==> config.mk <==
export PLATFORM = sky130hd
export DESIGN_NAME = stm_timer
export DESIGN_NICKNAME = d
export VERILOG_FILES = /design/src/pkg/stm_pkg.sv /design/src/core/stm_timer.sv
export SDC_FILE = /design/constraint.sdc
export NUM_CORES = 1
export LEC_CHECK = 0
export BUFFER_PORTS_ARGS = -buffer_cell sky130_fd_sc_hd__buf_2
export CORE_AREA = 2 2 118 120
export DETAILED_ROUTE_END_ITERATION = 16
export DIE_AREA = 0 0 120 122
export GPL_TIMING_DRIVEN = 0
export HOLD_SLACK_MARGIN = 0.08
export MAX_ROUTING_LAYER = met4
export SLEW_MARGIN = 20
export SYNTH_ARGS = -nofsm -noshare
export SYNTH_HDL_FRONTEND = slang
export SYNTH_SLANG_ARGS = --single-unit
==> constraint.sdc <==
create_clock -name core_clk -period 5.5 [get_ports core_clk]
set_clock_uncertainty 0.15 [all_clocks]
set_input_delay 0.55 -clock core_clk [delete_from_list [all_inputs] [get_ports core_clk]]
set_output_delay 0.55 -clock core_clk [all_outputs]
set_load 0.005 [all_outputs]
==> src/pkg/stm_pkg.sv <==
// Package with register map, field positions and mode codes of the timer.
package stm_pkg;

  // Register offsets on the plain register port.
  localparam logic [2:0] STM_OFF_CTRL0    = 3'h0;
  localparam logic [2:0] STM_OFF_CTRL1    = 3'h1;
  localparam logic [2:0] STM_OFF_CNT_LO   = 3'h2;
  localparam logic [2:0] STM_OFF_CNT_HI   = 3'h3;
  localparam logic [2:0] STM_OFF_CMPA_LO  = 3'h4;
  localparam logic [2:0] STM_OFF_CMPA_HI  = 3'h5;
  localparam logic [2:0] STM_OFF_FLAGS    = 3'h6;

  // Field positions in the control registers and the flag register.
  localparam int STM_CTRL0_ON_BIT   = 3;
  localparam int STM_FLAG_A_BIT     = 0;
  localparam int STM_FLAG_P_BIT     = 1;

  // Reset values.
  localparam logic [7:0] STM_CTRL_RESET = 8'h00;
  localparam logic [9:0] STM_CMPA_RESET = 10'h000;
  localparam logic [9:0] STM_CNT_RESET  = 10'h000;
  localparam logic [9:0] STM_CNT_MAX    = 10'h3FF;

  // Operating modes.
  typedef enum logic [1:0] {
    STM_MODE_COMPARE = 2'b00,
    STM_MODE_CAPTURE = 2'b01,
    STM_MODE_PWM     = 2'b10,
    STM_MODE_TIMER   = 2'b11
  } stm_mode_t;

  // Pin function codes.
  typedef enum logic [1:0] {
    STM_PIN_KEEP   = 2'b00,
    STM_PIN_LOW    = 2'b01,
    STM_PIN_HIGH   = 2'b10,
    STM_PIN_TOGGLE = 2'b11
  } stm_pin_fn_t;

  // Second control register layout.
  typedef struct packed {
    stm_mode_t   mode_select;
    stm_pin_fn_t pin_function_select;
    logic        output_initial_level;
    logic        output_invert;
    logic        period_duty_swap;
    logic        clear_source_select;
  } stm_ctrl1_t;

  // Register port request.
  typedef struct packed {
    logic [2:0] addr;
    logic [7:0] wdata;
    logic       wr;
    logic       rd;
  } stm_req_t;

endpackage

==> src/core/stm_timer.sv <==
// Standard timer with compare A and compare P, counter and output pin.
`timescale 1ns/1ps
`default_nettype none
module stm_timer
  import stm_pkg::*;
(
  // Clock and reset.
  input  wire logic       core_clk,
  input  wire logic       reset_n,
  // Register port.
  input  wire logic [2:0] reg_addr,
  input  wire logic [7:0] reg_wdata,
  input  wire logic       reg_wr,
  input  wire logic       reg_rd,
  output var  logic [7:0] reg_rdata,
  // Capture input pin.
  input  wire logic       capture_in,
  // Timer output pin.
  output var  logic       timer_output_pin,
  // Event flags as levels for an interrupt controller.
  output var  logic       compare_a_flag,
  output var  logic       compare_p_flag
);

  stm_req_t   req;
  logic [7:0] ctrl0;
  stm_ctrl1_t ctrl1;
  logic [9:0] compare_a_value;
  logic [9:0] count;
  logic       on_q;
  logic       pin_level;
  logic       capture_q;
  logic       capture_edge;
  logic [2:0] compare_p_value;
  logic       counter_on;
  logic       on_rise;
  logic       match_a;
  logic       match_p;
  logic       p_zero;
  logic       a_zero;
  logic       at_max;
  logic       pulse_mode;
  logic       clear_count;
  logic       set_a;
  logic       set_p;
  logic [9:0] period_end;
  logic [9:0] duty_end;
  logic       pwm_active;
  logic       next_pin;
  logic       wr_on_clear;

  assign req = '{addr: reg_addr, wdata: reg_wdata, wr: reg_wr, rd: reg_rd};
  assign counter_on      = ctrl0[STM_CTRL0_ON_BIT];
  assign compare_p_value = ctrl0[2:0];
  assign on_rise         = counter_on & ~on_q;
  assign pulse_mode      = (ctrl1.mode_select == STM_MODE_PWM) &&
                           (ctrl1.pin_function_select == STM_PIN_TOGGLE);

  // Comparators; a nonzero P sets the top three bits of its match count, the low seven bits all ones.
  assign p_zero  = (compare_p_value == 3'h0);
  assign a_zero  = (compare_a_value == STM_CMPA_RESET);
  assign at_max  = (count == STM_CNT_MAX);
  assign match_a = counter_on & ~a_zero & (count == compare_a_value);
  assign match_p = counter_on & (p_zero ? at_max :
                   (count == {compare_p_value, 7'h7F}));

  // PWM period and duty end points, chosen by the swap bit.
  always_comb begin
    if (!ctrl1.period_duty_swap) begin
      period_end = p_zero ? STM_CNT_MAX : {compare_p_value, 7'h7F};
      duty_end   = compare_a_value;
    end else begin
      period_end = compare_a_value;
      duty_end   = p_zero ? STM_CNT_MAX : {compare_p_value, 7'h00};
    end
  end

  // Counter clear source per mode; clear source bit only in compare/timer.
  always_comb begin
    unique case (ctrl1.mode_select)
      STM_MODE_COMPARE, STM_MODE_TIMER: begin
        if (ctrl1.clear_source_select) begin
          clear_count = match_a | (a_zero & at_max);
        end else begin
          clear_count = match_p;
        end
      end
      STM_MODE_CAPTURE: clear_count = match_p;
      STM_MODE_PWM: begin
        // Single pulse never wraps; the A match stops it instead.
        clear_count = pulse_mode ? 1'b0 :
                      (counter_on & (count == period_end));
      end
    endcase
  end

  // Flag set conditions per mode.
  always_comb begin
    set_a = match_a;
    set_p = match_p;
    if ((ctrl1.mode_select == STM_MODE_COMPARE ||
         ctrl1.mode_select == STM_MODE_TIMER) &&
        ctrl1.clear_source_select) begin
      set_p = 1'b0;
    end
    if (pulse_mode) begin
      set_p = 1'b0;
    end
    if (ctrl1.mode_select == STM_MODE_CAPTURE) begin
      set_a = capture_edge;
    end
  end

  // Capture edge detect on the input pin, which is taken as synchronous.
  always_comb begin
    unique case (ctrl1.pin_function_select)
      2'b00:   capture_edge = counter_on & capture_in & ~capture_q;
      2'b01:   capture_edge = counter_on & ~capture_in & capture_q;
      2'b10:   capture_edge = counter_on & (capture_in ^ capture_q);
      2'b11:   capture_edge = 1'b0;
    endcase
  end

  always_ff @(posedge core_clk) begin
    if (!reset_n) begin
      capture_q <= 1'b0;
      on_q      <= 1'b0;
    end else begin
      capture_q <= capture_in;
      on_q      <= counter_on;
    end
  end

  // Counter: cleared by a rising on bit, held while off.
  always_ff @(posedge core_clk) begin
    if (!reset_n) begin
      count <= STM_CNT_RESET;
    end else if (on_rise) begin
      count <= STM_CNT_RESET;
    end else if (counter_on) begin
      if (clear_count) begin
        count <= STM_CNT_RESET;
      end else begin
        count <= count + 10'h001;
      end
    end
  end

  // A single-pulse A match ends the pulse by dropping the on bit.
  assign wr_on_clear = pulse_mode & match_a;

  // Control registers; a software write of the same cycle loses to the
  // hardware clear of the on bit so a finished pulse cannot re-arm silently.
  always_ff @(posedge core_clk) begin
    if (!reset_n) begin
      ctrl0 <= STM_CTRL_RESET;
      ctrl1 <= stm_ctrl1_t'(STM_CTRL_RESET);
    end else begin
      if (req.wr && req.addr == STM_OFF_CTRL0) begin
        ctrl0 <= req.wdata;
      end
      if (wr_on_clear) begin
        ctrl0[STM_CTRL0_ON_BIT] <= 1'b0;
      end
      if (req.wr && req.addr == STM_OFF_CTRL1) begin
        ctrl1 <= stm_ctrl1_t'(req.wdata);
      end
    end
  end

  // Compare A register; capture mode loads it from the counter.
  always_ff @(posedge core_clk) begin
    if (!reset_n) begin
      compare_a_value <= STM_CMPA_RESET;
    end else if (ctrl1.mode_select == STM_MODE_CAPTURE && capture_edge) begin
      compare_a_value <= count;
    end else if (req.wr && req.addr == STM_OFF_CMPA_LO) begin
      compare_a_value[7:0] <= req.wdata;
    end else if (req.wr && req.addr == STM_OFF_CMPA_HI) begin
      compare_a_value[9:8] <= req.wdata[1:0];
    end
  end

  // Sticky flags; write one to clear, a same-cycle set wins.
  always_ff @(posedge core_clk) begin
    if (!reset_n) begin
      compare_a_flag <= 1'b0;
      compare_p_flag <= 1'b0;
    end else begin
      if (set_a) begin
        compare_a_flag <= 1'b1;
      end else if (req.wr && req.addr == STM_OFF_FLAGS &&
                   req.wdata[STM_FLAG_A_BIT]) begin
        compare_a_flag <= 1'b0;
      end
      if (set_p) begin
        compare_p_flag <= 1'b1;
      end else if (req.wr && req.addr == STM_OFF_FLAGS &&
                   req.wdata[STM_FLAG_P_BIT]) begin
        compare_p_flag <= 1'b0;
      end
    end
  end

  // PWM active phase runs from counter zero up to the duty end point.
  assign pwm_active = (duty_end >= period_end) | (count < duty_end);

  // Internal pin level before inversion.
  always_comb begin
    next_pin = pin_level;
    unique case (ctrl1.mode_select)
      STM_MODE_COMPARE: begin
        if (on_rise) begin
          next_pin = ctrl1.output_initial_level;
        end else if (match_a) begin
          unique case (ctrl1.pin_function_select)
            STM_PIN_KEEP:   next_pin = pin_level;
            STM_PIN_LOW:    next_pin = 1'b0;
            STM_PIN_HIGH:   next_pin = 1'b1;
            STM_PIN_TOGGLE: next_pin = ~pin_level;
          endcase
        end
      end
      STM_MODE_PWM: begin
        unique case (ctrl1.pin_function_select)
          STM_PIN_KEEP: next_pin = ~ctrl1.output_initial_level;
          STM_PIN_LOW:  next_pin = ctrl1.output_initial_level;
          STM_PIN_HIGH: begin
            next_pin = (counter_on & pwm_active) ?
                       ctrl1.output_initial_level :
                       ~ctrl1.output_initial_level;
          end
          STM_PIN_TOGGLE: begin
            if (on_rise) begin
              next_pin = ctrl1.output_initial_level;
            end else if (!counter_on || match_a) begin
              next_pin = ~ctrl1.output_initial_level;
            end
          end
        endcase
      end
      STM_MODE_CAPTURE: next_pin = pin_level;
      STM_MODE_TIMER:   next_pin = 1'b0;
    endcase
  end

  always_ff @(posedge core_clk) begin
    if (!reset_n) begin
      pin_level        <= 1'b0;
      timer_output_pin <= 1'b0;
    end else begin
      pin_level        <= next_pin;
      // Timer mode leaves the pin unused, so it parks low.
      timer_output_pin <= (ctrl1.mode_select == STM_MODE_TIMER) ? 1'b0 :
                          next_pin ^ ctrl1.output_invert;
    end
  end

  // Read data, one cycle after the read strobe.
  always_ff @(posedge core_clk) begin
    if (!reset_n) begin
      reg_rdata <= 8'h00;
    end else if (req.rd) begin
      unique case (req.addr)
        STM_OFF_CTRL0:   reg_rdata <= ctrl0;
        STM_OFF_CTRL1:   reg_rdata <= ctrl1;
        STM_OFF_CNT_LO:  reg_rdata <= count[7:0];
        STM_OFF_CNT_HI:  reg_rdata <= {6'h00, count[9:8]};
        STM_OFF_CMPA_LO: reg_rdata <= compare_a_value[7:0];
        STM_OFF_CMPA_HI: reg_rdata <= {6'h00, compare_a_value[9:8]};
        STM_OFF_FLAGS:   reg_rdata <= {6'h00, compare_p_flag, compare_a_flag};
        default:         reg_rdata <= 8'h00;
      endcase
    end else begin
      reg_rdata <= 8'h00;
    end
  end

  // Checks.
  chk_mode_reach: cover property (@(posedge core_clk) disable iff (!reset_n)
    ctrl1.mode_select == STM_MODE_COMPARE && match_a);
  chk_flag_sticky: assert property (@(posedge core_clk) disable iff (!reset_n)
    compare_a_flag && !(req.wr && req.addr == STM_OFF_FLAGS) |=>
    compare_a_flag) else $error("A flag dropped without clear");
  chk_no_p_flag: assert property (@(posedge core_clk) disable iff (!reset_n)
    ctrl1.mode_select == STM_MODE_COMPARE && ctrl1.clear_source_select
    && !compare_p_flag |=> !compare_p_flag)
    else $error("P flag set with clear source A");
  chk_on_rise_clear: assert property (@(posedge core_clk) disable iff (!reset_n)
    on_rise |=> count == STM_CNT_RESET)
    else $error("Counter not cleared on start");
  chk_off_hold: assert property (@(posedge core_clk) disable iff (!reset_n)
    !counter_on && !$past(counter_on) |-> $stable(count))
    else $error("Counter moved while off");
  chk_init_level: assert property (@(posedge core_clk) disable iff (!reset_n)
    ctrl1.mode_select == STM_MODE_COMPARE && on_rise |=>
    pin_level == $past(ctrl1.output_initial_level))
    else $error("Initial level not loaded");
  chk_p_no_pin: assert property (@(posedge core_clk) disable iff (!reset_n)
    ctrl1.mode_select == STM_MODE_COMPARE && !match_a && !on_rise |=>
    $stable(pin_level)) else $error("Pin moved without A match");
  chk_a_clear: assert property (@(posedge core_clk) disable iff (!reset_n)
    ctrl1.mode_select == STM_MODE_COMPARE && ctrl1.clear_source_select &&
    match_a && !on_rise |=> count == STM_CNT_RESET)
    else $error("A match did not clear counter");
  // A zero compare value must never raise the A flag in compare mode.
  chk_a_zero: assert property (@(posedge core_clk) disable iff (!reset_n)
    a_zero && ctrl1.mode_select == STM_MODE_COMPARE |=>
    !$rose(compare_a_flag)) else $error("A flag with zero value");
  chk_toggle: assert property (@(posedge core_clk) disable iff (!reset_n)
    ctrl1.mode_select == STM_MODE_COMPARE && match_a && !on_rise &&
    ctrl1.pin_function_select == STM_PIN_TOGGLE |=>
    pin_level != $past(pin_level)) else $error("No toggle");
  chk_invert: assert property (@(posedge core_clk) disable iff (!reset_n)
    ctrl1.mode_select != STM_MODE_TIMER && $stable(ctrl1) |=>
    timer_output_pin == (pin_level ^ $past(ctrl1.output_invert)))
    else $error("Pin polarity wrong");
  chk_hi_zero: assert property (@(posedge core_clk) disable iff (!reset_n)
    $past(req.rd) && $past(req.addr) == STM_OFF_CNT_HI |->
    reg_rdata[7:2] == 6'h00) else $error("High bits not zero");
  chk_cov_p: cover property (@(posedge core_clk) disable iff (!reset_n)
    set_p && ctrl1.mode_select == STM_MODE_COMPARE);
  chk_cov_pwm: cover property (@(posedge core_clk) disable iff (!reset_n)
    ctrl1.mode_select == STM_MODE_PWM && clear_count);
  chk_cov_cap: cover property (@(posedge core_clk) disable iff (!reset_n)
    ctrl1.mode_select == STM_MODE_CAPTURE && capture_edge);

endmodule
`default_nettype wire

==> impl_metrics.ini <==
[die]
io_pins = 27
die_y_um = 122
dieArea_um2 = 14600
die-width_um = 120
start_util_pct = 27.2
core_region_area_um2 = 13500
rows = 43

[routing]
via_per_inst = 5.32
first_pass_iters = 5
routed_wl_um = 11300
drt_iter0_drc = 356
num_vias = 3504
route.detailed.drc = 0
wl_per_cell_um = 17.2
drtAntennaViolNets = 0

[layout]
register_area_um2 = 1000
drive_gt1_share_pct = 13.6
fin_util_pct = 31.1
syn2layout_area_growth_pct = 14.3
fin_nets = 514
diodes = 0
fillCellCount = 1408
multi_input_area_um2 = 2390
final_area_um2 = 4200

[sta]
fin_crit_ns = 3.93
tightest_slew_ns = 0.674
report.final.setup_viol = 0
drv_slew = 0
fin_setup_tns_ns = 0
post-route-period-util_pct = 71.4
whs_ns = 0.317
worst_slack_ns = 1.57
relSlewSlack_pct = 55.0
max_freq_ghz = 0.255
rsz0062_at_grt = false
hold_violations = 0

[grt]
grt_overflow = 0
antenna_found_initial = 0
grt_pass1_vias = 3337
track_usage_pct = 16.1
grt_max_degree = 18
grt_first_pass_wirelength_um = 18000

[synthesis]
synth_ff_type = dfxtp_1
synth_top_area_share_pct = 27.2
synth.area.top_cells = dfxtp_1 27%, mux2i_1 7.4%, ha_1 6.8%, nor2_1 5.0%, xnor2_1 3.6%
synth-edff-count = 0
synth_area_um2 = 3680
yosysTopAreaCell = dfxtp_1
syn_avg_cell_area_um2 = 8.22
synth_cell_type_count = 68
synth_nets = 483
post-synth-top-count-cell = dfxtp_1
synthCells = 447
ys_ff_latch = 50
yosysWarningCount = 0
yosysSeqAreaShare_pct = 27.2
synthArstFlopShare_pct = 0
synthTopCellsByCount = 50 x dfxtp_1, 49 x nor2_1, 34 x nand2_1

[placement]
io_buffers = 24
dpl-instance-area_um2 = 4020
dp_hpwl_um = 8340
dp_slack_ns = 1.66
gp_congestion = 0.926

[clock_network]
cts_tree = done
cts_max_level = 2
cts_resized = 0
numCtsBuffers = 5
post-cts-setup-buffers = 0
ctsHoldBuffers = 0
clock_latency_ns = 0.29
cts_num_sinks = 50
clk_pin_slew_ns = 0.07
cts_root_buf = clkbuf_16
clockBufferDepth = 2

[setup_path]
end_kind = flip-flop
worst-path-stages = 13
rr_worst_depth = 13
worst-path-buf-inv = 3
r2r-start = ctrl1[1]
cp.required_ns = 5.58
worstPathMaxFanout = 10
slowest_delay_ns = 0.49
crit_path_end = timer_output_pin
slowest_stage = dfxtp_1
startpoint = ctrl1[1]
crit_chain = clkbuf_1 -> clkbuf_1 -> nand2_1 -> o21ai_0 -> inv_1 -> ha_1 -> a21o_1 -> maj3_2 -> a221oi_2 -> o31ai_1 -> a41o_1 -> a221oi_2 -> mux2i_1
start_kind = flip-flop
crit_family = compound AO/OA/AOI/OAI gates
rrSetupSlack_ns = 1.57
path_class = reg2reg
cp_data_arrival_time_ns = 4.00
r2r-end = timer_output_pin

[power]
ir_worst_vdd_mv = 0.200
power_density_nw_per_um2 = 202
p_leak_nw = 1.56

[flow_run]
cap_violations = 0

[worst_hold_path]
min-delay-start = ctrl0[4]
worstHoldPathType = reg2reg

[run_status]
status = finished clean
[power by group]
part / total (W) / switching [W] / internal [W]
combinational: 0.000109 / 0.0000662 / 0.0000425
clock: 0.000365 / 0.000148 / 0.000217
sequential: 0.000376 / 0.00000814 / 0.000368
[worst register-to-register path, delay by kind of cell (launching register included)]
kind | cells | cell delay, ns
mux | 1 | 0.21
compound gates | 6 | 1.33
flops | 1 | 0.49
fa+ha+maj | 2 | 0.61
buf+inv | 3 | 0.92
simple gates | 1 | 0.16
[metal layers]
metal / share of wire (%) / vias up / routed length (um) / global-route usage, %
met5: 0 / - / 0 / -
met1: 46 / 1668 / 5240 / 21.6
met3: 6.8 / 25 / 767 / 2.53
met4: 2.0 / 0 / 223 / 4.93
li1: - / 1666 / - / -
met2: 45 / 145 / 5090 / 24.8
[flip-flops by register name, indices dropped and copies added (netlist names), 8 cells and up]
name             flops
ctrl0                8
ctrl1                8
compare_a_value     10
reg_rdata            8
count               10
[cell usage in the layout, fill, tap and decap left out, types with 3 or more instances in the layout]
| master | count |
|---|---|
| nor2_1 | 49 |
| buf_2 | 30 |
| and2_1 | 3 |
| ha_1 | 20 |
| nand3_1 | 18 |
| nor3_1 | 5 |
| nand2b_1 | 6 |
| xnor2_1 | 15 |
| clkbuf_1 | 18 |
| nand4_1 | 9 |
| clkbuf_16 | 5 |
| inv_1 | 25 |
| nor4_1 | 4 |
| o21ai_0 | 16 |
| nand2_1 | 34 |
| mux2i_1 | 27 |
| o311a_1 | 10 |
| dfxtp_1 | 50 |
| a21boi_0 | 10 |
| clkbuf_8 | 3 |
| xor2_1 | 7 |
| and3_1 | 3 |
| a21oi_1 | 16 |
| nor2b_1 | 17 |
| a31oi_1 | 8 |
| nand3b_1 | 5 |
| buf_1 | 3 |
| a221oi_2 | 3 |
| o221ai_1 | 5 |
[area by class of cell]
cell class,instances,share of cell area (%)
multi-input cells,338,57.0
flip-flops and latches,50,23.8
well taps,180,5.36
plain buffers,34,4.65
clock buffers,5,2.98
repair buffers,24,2.86
inverters,25,2.23
clock inverters,3,1.13
[through the flow]
| stage | cells | total power (W) |
|---|---|---|
| after global routing | 659 | 0.000885 |
| after global placement | 651 | 0.000488 |
| after CTS | 659 | 0.000853 |
| final | 659 | 0.000850 |
| after floorplan | 447 | 0.000455 |
| after detailed placement | 651 | 0.000490 |
[how the worst min path moves through the flow]
stage                     end  slack, ns  depth (start not counted)
floorplan            ctrl0[4]       0.29                          2
global placement     ctrl0[5]       0.31                          2
detailed placement   ctrl0[4]       0.31                          2
CTS                  ctrl0[4]       0.32                          2
global route        capture_q       0.33                          2
finish               ctrl0[4]       0.32                          2
[cells by family (layout without fill, tap and decap cells)]
kind of cell / count (synthesis) / in the layout / share of synthesized area (%)
simple gates: 164 / 164 / 22.8
buf+inv: 59 / 91 / 7.86
fa+ha+maj: 22 / 22 / 7.39
xor+xnor: 22 / 22 / 5.24
flops: 50 / 50 / 27.2
mux: 29 / 29 / 8.58
compound gates: 101 / 101 / 20.9
No activity file was read; power rests on OpenSTA's default activity.
